--- config.mk ---
export PLATFORM = sky130hd
export DESIGN_NAME = ccds_diag
export DESIGN_NICKNAME = d
export VERILOG_FILES = /design/src/ccds_pkg.sv /design/src/ccds_diag.sv /design/src/ccds_err_counter.sv
export VERILOG_INCLUDE_DIRS = /design/src
export SDC_FILE = /design/constraint.sdc
export NUM_CORES = 1
export LEC_CHECK = 0
export BUFFER_PORTS_ARGS = -buffer_cell sky130_fd_sc_hd__buf_2
export CORE_MARGIN = 4
export CORE_UTILIZATION = 50
export CTS_CLUSTER_DIAMETER = 30
export DETAILED_ROUTE_END_ITERATION = 7
export PLACE_DENSITY = 0.73
export SLEW_MARGIN = 10
export SYNTH_ARGS = -nofsm -noshare
export SYNTH_HDL_FRONTEND = slang
export SYNTH_SLANG_ARGS = --single-unit
--- constraint.sdc ---
create_clock -name aclk -period 5.48 [get_ports aclk]
set_input_delay 0.274 -clock aclk [delete_from_list [all_inputs] [get_ports aclk]]
set_output_delay 0.274 -clock aclk [all_outputs]
set_load 0.005 [all_outputs]
--- src/ccds_consts.svh ---
// Constants for the CAN communications diagnostic block
`ifndef CCDS_CONSTS_SVH
`define CCDS_CONSTS_SVH
`define CCDS_DIAG_W 16
`define CCDS_B_FRAMING 1
`define CCDS_B_OVERRUN 3
`define CCDS_B_BADCFG 8
`define CCDS_B_NODATA 9
`define CCDS_B_CHECKSUM 10
`define CCDS_B_WRONG 11
`define CCDS_B_WARN 12
`define CCDS_B_BUSOFF 13
`define CCDS_B_TXWARN 14
`define CCDS_WARN_LIMIT 9'h060
`define CCDS_OFF_LIMIT 9'h0FF
`define CCDS_ST_RESTART 16'h1001
`define CCDS_ST_HALT 16'h1002
`define CCDS_ST_OVERRUN 16'h1003
`define CCDS_ST_SYNC_TO 16'h1004
`define CCDS_ST_CAN_ERR 16'h1005
`define CCDS_ST_SYNC_EX 16'h1006
`define CCDS_A_DIAG 12'h000
`define CCDS_A_CLEAR 12'h004
`define CCDS_A_CTRL 12'h008
`define CCDS_A_ERRCNT 12'h00C
`define CCDS_A_STATUS 12'h010
`define CCDS_A_CFG 12'h014
`define CCDS_A_WNDW 12'h018
`define CCDS_NODATA_DEF 32'h0001_0000
`define CCDS_RESP_OK 2'h0
`define CCDS_RESP_ERR 2'h2
`endif

--- src/ccds_pkg.sv ---
// Types for the CAN communications diagnostic block
package ccds_pkg;
   typedef enum logic [2:0] {
      CCDS_MODE_GENERAL = 3'b001,
      CCDS_MODE_EXPANDER = 3'b010,
      CCDS_MODE_SAMPLE = 3'b100
   } ccds_mode_t;
   typedef enum logic [1:0] {
      CCDS_BUS_ACTIVE = 2'b01,
      CCDS_BUS_OFF = 2'b10
   } ccds_bus_t;
endpackage : ccds_pkg

--- src/ccds_diag.sv ---
// CAN communications diagnostic word with AXI4-Lite register access
//
// Our own choices: the placing of the registers and the AXI4-Lite interface to the registers.
`timescale 1ns/1ps
`include "ccds_consts.svh"
module ccds_diag #(
   parameter int NODATA_CYCLES = `CCDS_NODATA_DEF
) (
   input wire logic aclk,
   input wire logic aresetn,
   input wire logic [11:0] s_axi_awaddr,
   input wire logic s_axi_awvalid,
   output logic s_axi_awready,
   input wire logic [31:0] s_axi_wdata,
   input wire logic [3:0] s_axi_wstrb,
   input wire logic s_axi_wvalid,
   output logic s_axi_wready,
   output logic [1:0] s_axi_bresp,
   output logic s_axi_bvalid,
   input wire logic s_axi_bready,
   input wire logic [11:0] s_axi_araddr,
   input wire logic s_axi_arvalid,
   output logic s_axi_arready,
   output logic [31:0] s_axi_rdata,
   output logic [1:0] s_axi_rresp,
   output logic s_axi_rvalid,
   input wire logic s_axi_rready,
   input wire logic rx_byte_valid,
   input wire logic rx_byte_read,
   input wire logic tx_request,
   input wire logic tx_buf_full,
   input wire logic rx_msg_valid,
   input wire logic rx_header_ok,
   input wire logic rx_len_bad,
   input wire logic rx_checksum_bad,
   input wire logic rx_decode_bad,
   input wire logic rx_id_bad,
   input wire logic rx_sample_count_bad,
   input wire logic cfg_overlap,
   input wire logic cfg_mismatch,
   input wire logic cfg_resent,
   input wire logic bus_err,
   input wire logic ctrl_tx_warn,
   input wire logic remote_status_valid,
   input wire logic [15:0] remote_status,
   output logic can_enable,
   output logic [`CCDS_DIAG_W-1:0] diag_word_q
);
   ccds_pkg::ccds_mode_t mode_q;
   ccds_pkg::ccds_bus_t bus_q;
   logic [`CCDS_DIAG_W-1:0] sticky_q;
   logic [`CCDS_DIAG_W-1:0] clr_mask;
   logic [`CCDS_DIAG_W-1:0] ev;
   logic [8:0] err_cnt;
   logic warn;
   logic bus_off;
   logic recover;
   logic rx_pending_q;
   logic mismatch_q;
   logic [31:0] idle_cnt_q;
   logic [31:0] nodata_limit_q;
   logic nodata;
   logic [15:0] last_status_q;
   logic status_new_q;
   logic [11:0] aw_addr_q;
   logic aw_have_q;
   logic [31:0] w_data_q;
   logic w_have_q;
   logic wr_fire;
   logic [31:0] rd_val;
   logic rd_ok;

   function automatic logic mapped(input logic [11:0] a);
      mapped = (a == `CCDS_A_DIAG) || (a == `CCDS_A_CLEAR) || (a == `CCDS_A_CTRL)
         || (a == `CCDS_A_ERRCNT) || (a == `CCDS_A_STATUS) || (a == `CCDS_A_CFG)
         || (a == `CCDS_A_WNDW);
   endfunction : mapped

   function automatic logic is_mode(input ccds_pkg::ccds_mode_t m,
                                    input ccds_pkg::ccds_mode_t want);
      is_mode = (m == want);
   endfunction : is_mode

   ccds_err_counter #(.CNT_W(9)) u_cnt (
      .aclk(aclk),
      .aresetn(aresetn),
      .bus_err(bus_err),
      .recover(recover),
      .count_q(err_cnt),
      .warn(warn),
      .bus_off(bus_off)
   );

   // Bus state; communication suspended while off
   always_ff @(posedge aclk) begin
      if (!aresetn) begin
         bus_q <= ccds_pkg::CCDS_BUS_ACTIVE;
      end else begin
         case (bus_q)
            ccds_pkg::CCDS_BUS_ACTIVE: begin
               if (bus_off) begin
                  bus_q <= ccds_pkg::CCDS_BUS_OFF;
               end
            end
            ccds_pkg::CCDS_BUS_OFF: begin
               if (recover) begin
                  bus_q <= ccds_pkg::CCDS_BUS_ACTIVE;
               end
            end
            default: bus_q <= ccds_pkg::CCDS_BUS_ACTIVE;
         endcase
      end
   end
   assign can_enable = (bus_q == ccds_pkg::CCDS_BUS_ACTIVE) && !bus_off;

   // Receive byte pending tracker
   always_ff @(posedge aclk) begin
      if (!aresetn) begin
         rx_pending_q <= 1'b0;
      end else if (rx_byte_valid) begin
         rx_pending_q <= 1'b1;
      end else if (rx_byte_read) begin
         rx_pending_q <= 1'b0;
      end
   end

   // Configuration mismatch in sample mode held until resend
   always_ff @(posedge aclk) begin
      if (!aresetn) begin
         mismatch_q <= 1'b0;
      end else if (cfg_mismatch && is_mode(mode_q, ccds_pkg::CCDS_MODE_SAMPLE)) begin
         mismatch_q <= 1'b1;
      end else if (cfg_resent) begin
         mismatch_q <= 1'b0;
      end
   end

   // Idle time without a valid packet with a valid header
   always_ff @(posedge aclk) begin
      if (!aresetn) begin
         idle_cnt_q <= '0;
      end else if (rx_msg_valid && rx_header_ok) begin
         idle_cnt_q <= '0;
      end else if (idle_cnt_q < nodata_limit_q) begin
         idle_cnt_q <= idle_cnt_q + 32'h0000_0001;
      end
   end
   assign nodata = idle_cnt_q >= nodata_limit_q;

   // Last status code reported by a remote module in sample mode, once per resume
   always_ff @(posedge aclk) begin
      if (!aresetn) begin
         last_status_q <= '0;
         status_new_q <= 1'b0;
      end else if (remote_status_valid && is_mode(mode_q, ccds_pkg::CCDS_MODE_SAMPLE)) begin
         last_status_q <= remote_status;
         status_new_q <= 1'b1;
      end else if (rd_ok && s_axi_araddr == `CCDS_A_STATUS) begin
         status_new_q <= 1'b0;
      end
   end

   // Per-cycle error events, one bit per code
   always_comb begin
      ev = '0;
      ev[`CCDS_B_FRAMING] = rx_msg_valid && ((rx_len_bad
         && is_mode(mode_q, ccds_pkg::CCDS_MODE_EXPANDER))
         || (rx_sample_count_bad && is_mode(mode_q, ccds_pkg::CCDS_MODE_SAMPLE)));
      ev[`CCDS_B_OVERRUN] = (rx_byte_valid && rx_pending_q && !rx_byte_read)
         || (tx_request && tx_buf_full);
      ev[`CCDS_B_BADCFG] = cfg_overlap || mismatch_q
         || (cfg_mismatch && is_mode(mode_q, ccds_pkg::CCDS_MODE_SAMPLE));
      ev[`CCDS_B_NODATA] = nodata;
      ev[`CCDS_B_CHECKSUM] = rx_msg_valid && rx_header_ok && rx_checksum_bad
         && is_mode(mode_q, ccds_pkg::CCDS_MODE_GENERAL);
      ev[`CCDS_B_WRONG] = rx_msg_valid && ((rx_decode_bad
         && is_mode(mode_q, ccds_pkg::CCDS_MODE_GENERAL))
         || (rx_id_bad && is_mode(mode_q, ccds_pkg::CCDS_MODE_EXPANDER))
         || (rx_len_bad && is_mode(mode_q, ccds_pkg::CCDS_MODE_SAMPLE)));
      ev[`CCDS_B_WARN] = warn;
      ev[`CCDS_B_BUSOFF] = bus_off || bus_q == ccds_pkg::CCDS_BUS_OFF;
      ev[`CCDS_B_TXWARN] = ctrl_tx_warn;
   end

   // Sticky word; a new event wins over a clear
   always_ff @(posedge aclk) begin
      if (!aresetn) begin
         sticky_q <= '0;
      end else begin
         sticky_q <= (sticky_q & ~clr_mask) | ev;
      end
   end

   // Diagnostic word: each code its own bit, so sum equals OR
   always_ff @(posedge aclk) begin
      if (!aresetn) begin
         diag_word_q <= '0;
      end else begin
         diag_word_q <= (sticky_q & ~clr_mask) | ev;
      end
   end

   // AXI4-Lite write channel capture
   always_ff @(posedge aclk) begin
      if (!aresetn) begin
         aw_have_q <= 1'b0;
         aw_addr_q <= '0;
      end else if (s_axi_awvalid && s_axi_awready) begin
         aw_have_q <= 1'b1;
         aw_addr_q <= s_axi_awaddr;
      end else if (wr_fire) begin
         aw_have_q <= 1'b0;
      end
   end

   always_ff @(posedge aclk) begin
      if (!aresetn) begin
         w_have_q <= 1'b0;
         w_data_q <= '0;
      end else if (s_axi_wvalid && s_axi_wready) begin
         w_have_q <= 1'b1;
         w_data_q <= s_axi_wstrb[0] ? s_axi_wdata : 32'h0000_0000;
      end else if (wr_fire) begin
         w_have_q <= 1'b0;
      end
   end

   assign s_axi_awready = !aw_have_q && !s_axi_bvalid;
   assign s_axi_wready = !w_have_q && !s_axi_bvalid;
   assign wr_fire = aw_have_q && w_have_q && !s_axi_bvalid;
   assign recover = wr_fire && aw_addr_q == `CCDS_A_CTRL && w_data_q[1];
   assign clr_mask = (wr_fire && aw_addr_q == `CCDS_A_CLEAR)
      ? w_data_q[`CCDS_DIAG_W-1:0] : '0;

   // Write response
   always_ff @(posedge aclk) begin
      if (!aresetn) begin
         s_axi_bvalid <= 1'b0;
         s_axi_bresp <= `CCDS_RESP_OK;
      end else if (wr_fire) begin
         s_axi_bvalid <= 1'b1;
         s_axi_bresp <= mapped(aw_addr_q) ? `CCDS_RESP_OK : `CCDS_RESP_ERR;
      end else if (s_axi_bready) begin
         s_axi_bvalid <= 1'b0;
      end
   end

   // Writable control registers
   always_ff @(posedge aclk) begin
      if (!aresetn) begin
         mode_q <= ccds_pkg::CCDS_MODE_GENERAL;
         nodata_limit_q <= NODATA_CYCLES;
      end else if (wr_fire && aw_addr_q == `CCDS_A_CFG) begin
         case (w_data_q[2:0])
            3'b001: mode_q <= ccds_pkg::CCDS_MODE_GENERAL;
            3'b010: mode_q <= ccds_pkg::CCDS_MODE_EXPANDER;
            3'b100: mode_q <= ccds_pkg::CCDS_MODE_SAMPLE;
            default: mode_q <= mode_q;
         endcase
      end else if (wr_fire && aw_addr_q == `CCDS_A_WNDW) begin
         nodata_limit_q <= w_data_q;
      end
   end

   // Read data
   always_comb begin
      rd_val = 32'h0000_0000;
      case (s_axi_araddr)
         `CCDS_A_DIAG: rd_val = {16'h0000, diag_word_q};
         `CCDS_A_CTRL: rd_val = {30'h0000_0000, 1'b0, can_enable};
         `CCDS_A_ERRCNT: rd_val = {23'h00_0000, err_cnt};
         `CCDS_A_STATUS: rd_val = {15'h0000, status_new_q, last_status_q};
         `CCDS_A_CFG: rd_val = {29'h0000_0000, mode_q};
         `CCDS_A_WNDW: rd_val = nodata_limit_q;
         default: rd_val = 32'h0000_0000;
      endcase
   end

   assign s_axi_arready = !s_axi_rvalid;
   assign rd_ok = s_axi_arvalid && s_axi_arready;

   always_ff @(posedge aclk) begin
      if (!aresetn) begin
         s_axi_rvalid <= 1'b0;
         s_axi_rdata <= '0;
         s_axi_rresp <= `CCDS_RESP_OK;
      end else if (rd_ok) begin
         s_axi_rvalid <= 1'b1;
         s_axi_rdata <= rd_val;
         s_axi_rresp <= mapped(s_axi_araddr) ? `CCDS_RESP_OK : `CCDS_RESP_ERR;
      end else if (s_axi_rready) begin
         s_axi_rvalid <= 1'b0;
      end
   end
endmodule : ccds_diag

--- src/ccds_err_counter.sv ---
// Bus error counter with warning and bus off thresholds
`timescale 1ns/1ps
`include "ccds_consts.svh"
module ccds_err_counter #(
   parameter int CNT_W = 9
) (
   input wire logic aclk,
   input wire logic aresetn,
   input wire logic bus_err,
   input wire logic recover,
   output logic [CNT_W-1:0] count_q,
   output logic warn,
   output logic bus_off
);
   always_ff @(posedge aclk) begin
      if (!aresetn || recover) begin
         count_q <= '0;
      end else if (bus_err && count_q <= `CCDS_OFF_LIMIT) begin
         count_q <= count_q + 1'b1;
      end
   end
   assign warn = count_q > `CCDS_WARN_LIMIT;
   assign bus_off = count_q > `CCDS_OFF_LIMIT;
endmodule : ccds_err_counter

==> metrics <==
status complete, no violations; vias per cell 5.790; startpoint types flip-flop; Post-CTS Setup Bufs 0; GP Congestion 0.8777; initial DRC count 719; Mapped Avg Cell Area 8.044 um2; first-pass GRT wire length 40,380 um; initial core utilization 51.74%; Synth Area in Simple Gates 24.59%; maximum VDD drop 227.2 uV; final setup TNS 0 ps; LEAKAGE 4.059 nW; CTS Root Cell clkbuf_16; Layout Skew 10.60 ps; Hold Crit Class in -> reg; GRT Util Overall 24.43%; post-synthesis mux area share 1.227%; die area 20,370 um2; Post-Syn Instances 1,128; Yosys reg bits 195; post-cts sizing count 0; sequential area share after synthesis 43.02%; core box area 17,540 um2; RSZ-0062 raised after global routing no; Die Ht 142.7 um; Num CTS Buffers 17; top cells by count, synth nand2_1 (229), dfxtp_1 (195), a21oi_1 (171); post-synth top area share 43.02%; Fin. Hold Viols 0; Ports 158; Slew Viols, Final 0; xor and xnor area share after synthesis 0.7722%; pre-CTS setup slack 2506 ps; Bufs on Longest Clock Path 2; Post-synth EDFFs 0; via count 8,523; RR Startpoint nodata_limit_q[25]; initial antenna violation count 1; PD cells 279.0 nW/um2; WL/cell 16.86 um; Tmin final 2800 ps; fin worst setup slack 2680 ps; clk sinks 195; port bufs 152; DR DRC count 0; largest family of logic cells by synthesized area simple AND/OR/NAND/NOR gates; period utilization 51.10%; nets@finish 1,369; row count 48; Slew headroom 22.24%; Clock Pin Slew Worst Setup and Hold Paths 70 ps; Area Growth Syn to Fin 15.15%; Worst Path Max Fanout 26; Critical Path RT 5840 ps; asr flop ratio synth 0%; Power Total 0.002915 W; max cap viols 0; dpl hpwl 17,720 um; Primary FF master, synth dfxtp_1; Synth Area in Compound Gates 20.02%; worst slew pin tran 1158 ps; vias in the first global route 7,902; post-route ant nets 0; FMAX 357.1 MHz; largest net degree at the start of global routing 90; share of post-route cells with drive strength above 1 16.93%; H-tree level count 4; Synth area leader dfxtp_1; clock latency on the worst-skew pair 440 ps; Die X 142.7 um; launch point of the worst path nodata_limit_q[25]; Post-CTS Hold Fix Bufs 0; top-count cell post-synth nand2_1; Critical Path AT 3160 ps; hold wc startpoint s_axi_rready; cells on worst reg2reg path 9; reg2reg setup slack 2680 ps; reg2reg end idle_cnt_q[4]; adder-cell share of the synthesized area 4.964%; CP endpoint kind flip-flop; Synth Cell Area 9074 um2; YS warnings 0; worst setup path category reg -> reg; drt total wl 24,820 um; post-synth cell types 67; CTS tree done; WHS Path Cells 2; Final setup viols 0; Remaining Overflow, GRT 0; Hold Path Sink s_axi_rvalid; Pre-Repair DR Iteration Count 5; Synth area leaders dfxtp_1 (43%), nand2_1 (9.5%), a21oi_1 (9.4%)
## power by group
part / leakage (nW) / switching [W] / internal (W)
sequential: 1.58 / 0.0000306 / 0.00145
clock: 0.279 / 0.000606 / 0.000604
combinational: 2.20 / 0.000135 / 0.0000864
total: 4.06 / 0.000772 / 0.00214
## state kept, by name (all words and copies together), names as in the netlist, 3 cells and up
name            cells
mode_q              3
last_status_q      16
aw_addr_q          12
s_axi_rdata        32
nodata_limit_q     32
diag_word_q        16
u_cnt.count_q       9
w_data_q           32
idle_cnt_q         32
## kinds of logic after synthesis
kind of cell             after synthesis
AND/OR/NAND/NOR                      460
AO/OA/AOI/OAI                        297
flip-flops                           195
buffers and inverters                120
adder cells (fa/ha/maj)               36
multiplexers                          11
XOR/XNOR                               8
other                                  1
## final cells by class
| cell class | count | area (um2) |
|---|---|---|
| Antenna cell | 1 | 2.502 |
| Clock buffer | 17 | 425.4 |
| Clock inverter | 15 | 140.1 |
| Fill cell | 1648 | 7088 |
| Inverter | 44 | 166.4 |
| Multi-Input combinational cell | 814 | 4701 |
| Sequential cell | 195 | 3904 |
| Tap cell | 225 | 281.5 |
| Timing Repair Buffer | 161 | 828.3 |
## critical path, stage by stage (launching register included)
cell	delay, ps
dfxtp_1	380
inv_1	70
ha_1	290
a21oi_1	140
o21ai_1	90
a221oi_2	400
nand2b_1	350
buf_4	340
or4_1	490
a21oi_1	160
## placed cells by master, fill, tap and decap left out, types with 7 or more instances in the layout
cell type and instances:
a21oi_1 170, a221oi_1 8, a22oi_1 16, a31oi_1 7, and2_1 14, and3_1 9
and4_1 7, buf_2 152, buf_4 9, clkbuf_16 17, dfxtp_1 195, ha_1 36
inv_1 43, mux2i_1 10, nand2_1 229, nand2b_1 20, nand3_1 73, nand4_1 24
nor2_1 28, nor3_1 12, o211a_1 7, o21ai_0 18, o21ai_1 14, o311ai_1 11
o31ai_1 9, o41ai_1 13, or4_1 10, xor2_1 7
## routing by layer
metal  share of wire (%)  wire length, um  global-route usage [%]  vias to the layer above
met5               0.028                7                       0                        -
met4                 1.8              447                   6.353                        2
met3                 6.6             1636                   5.392                       35
met2                  46            11380                   38.20                      271
met1                  46            11350                   34.40                     3990
li1                    -                -                       -                     4225
## worst max path at each step
stage / end / depth (start not counted)
after floorplan: idle_cnt_q[12] / 10
after global placement: idle_cnt_q[29] / 5
after detailed placement: idle_cnt_q[30] / 5
after CTS: idle_cnt_q[4] / 9
after global routing: idle_cnt_q[4] / 9
final: idle_cnt_q[4] / 9
## through the flow
| step | instance area, um2 | util, % | hold WS [ps] | std cells |
|---|---|---|---|---|
| after floorplan | 9077 | - | 373.0 | 1129 |
| after global placement | 9881 | 56.34 | 430.5 | 1439 |
| after detailed placement | 9881 | 56.34 | 437.2 | 1439 |
| after CTS | 10450 | 59.57 | 0.5289 | 1471 |
| after global routing | 10450 | 59.57 | 11.42 | 1471 |
| final | 10450 | 59.58 | 11.71 | 1472 |
Note: power is estimated with default switching activity, not from simulation.
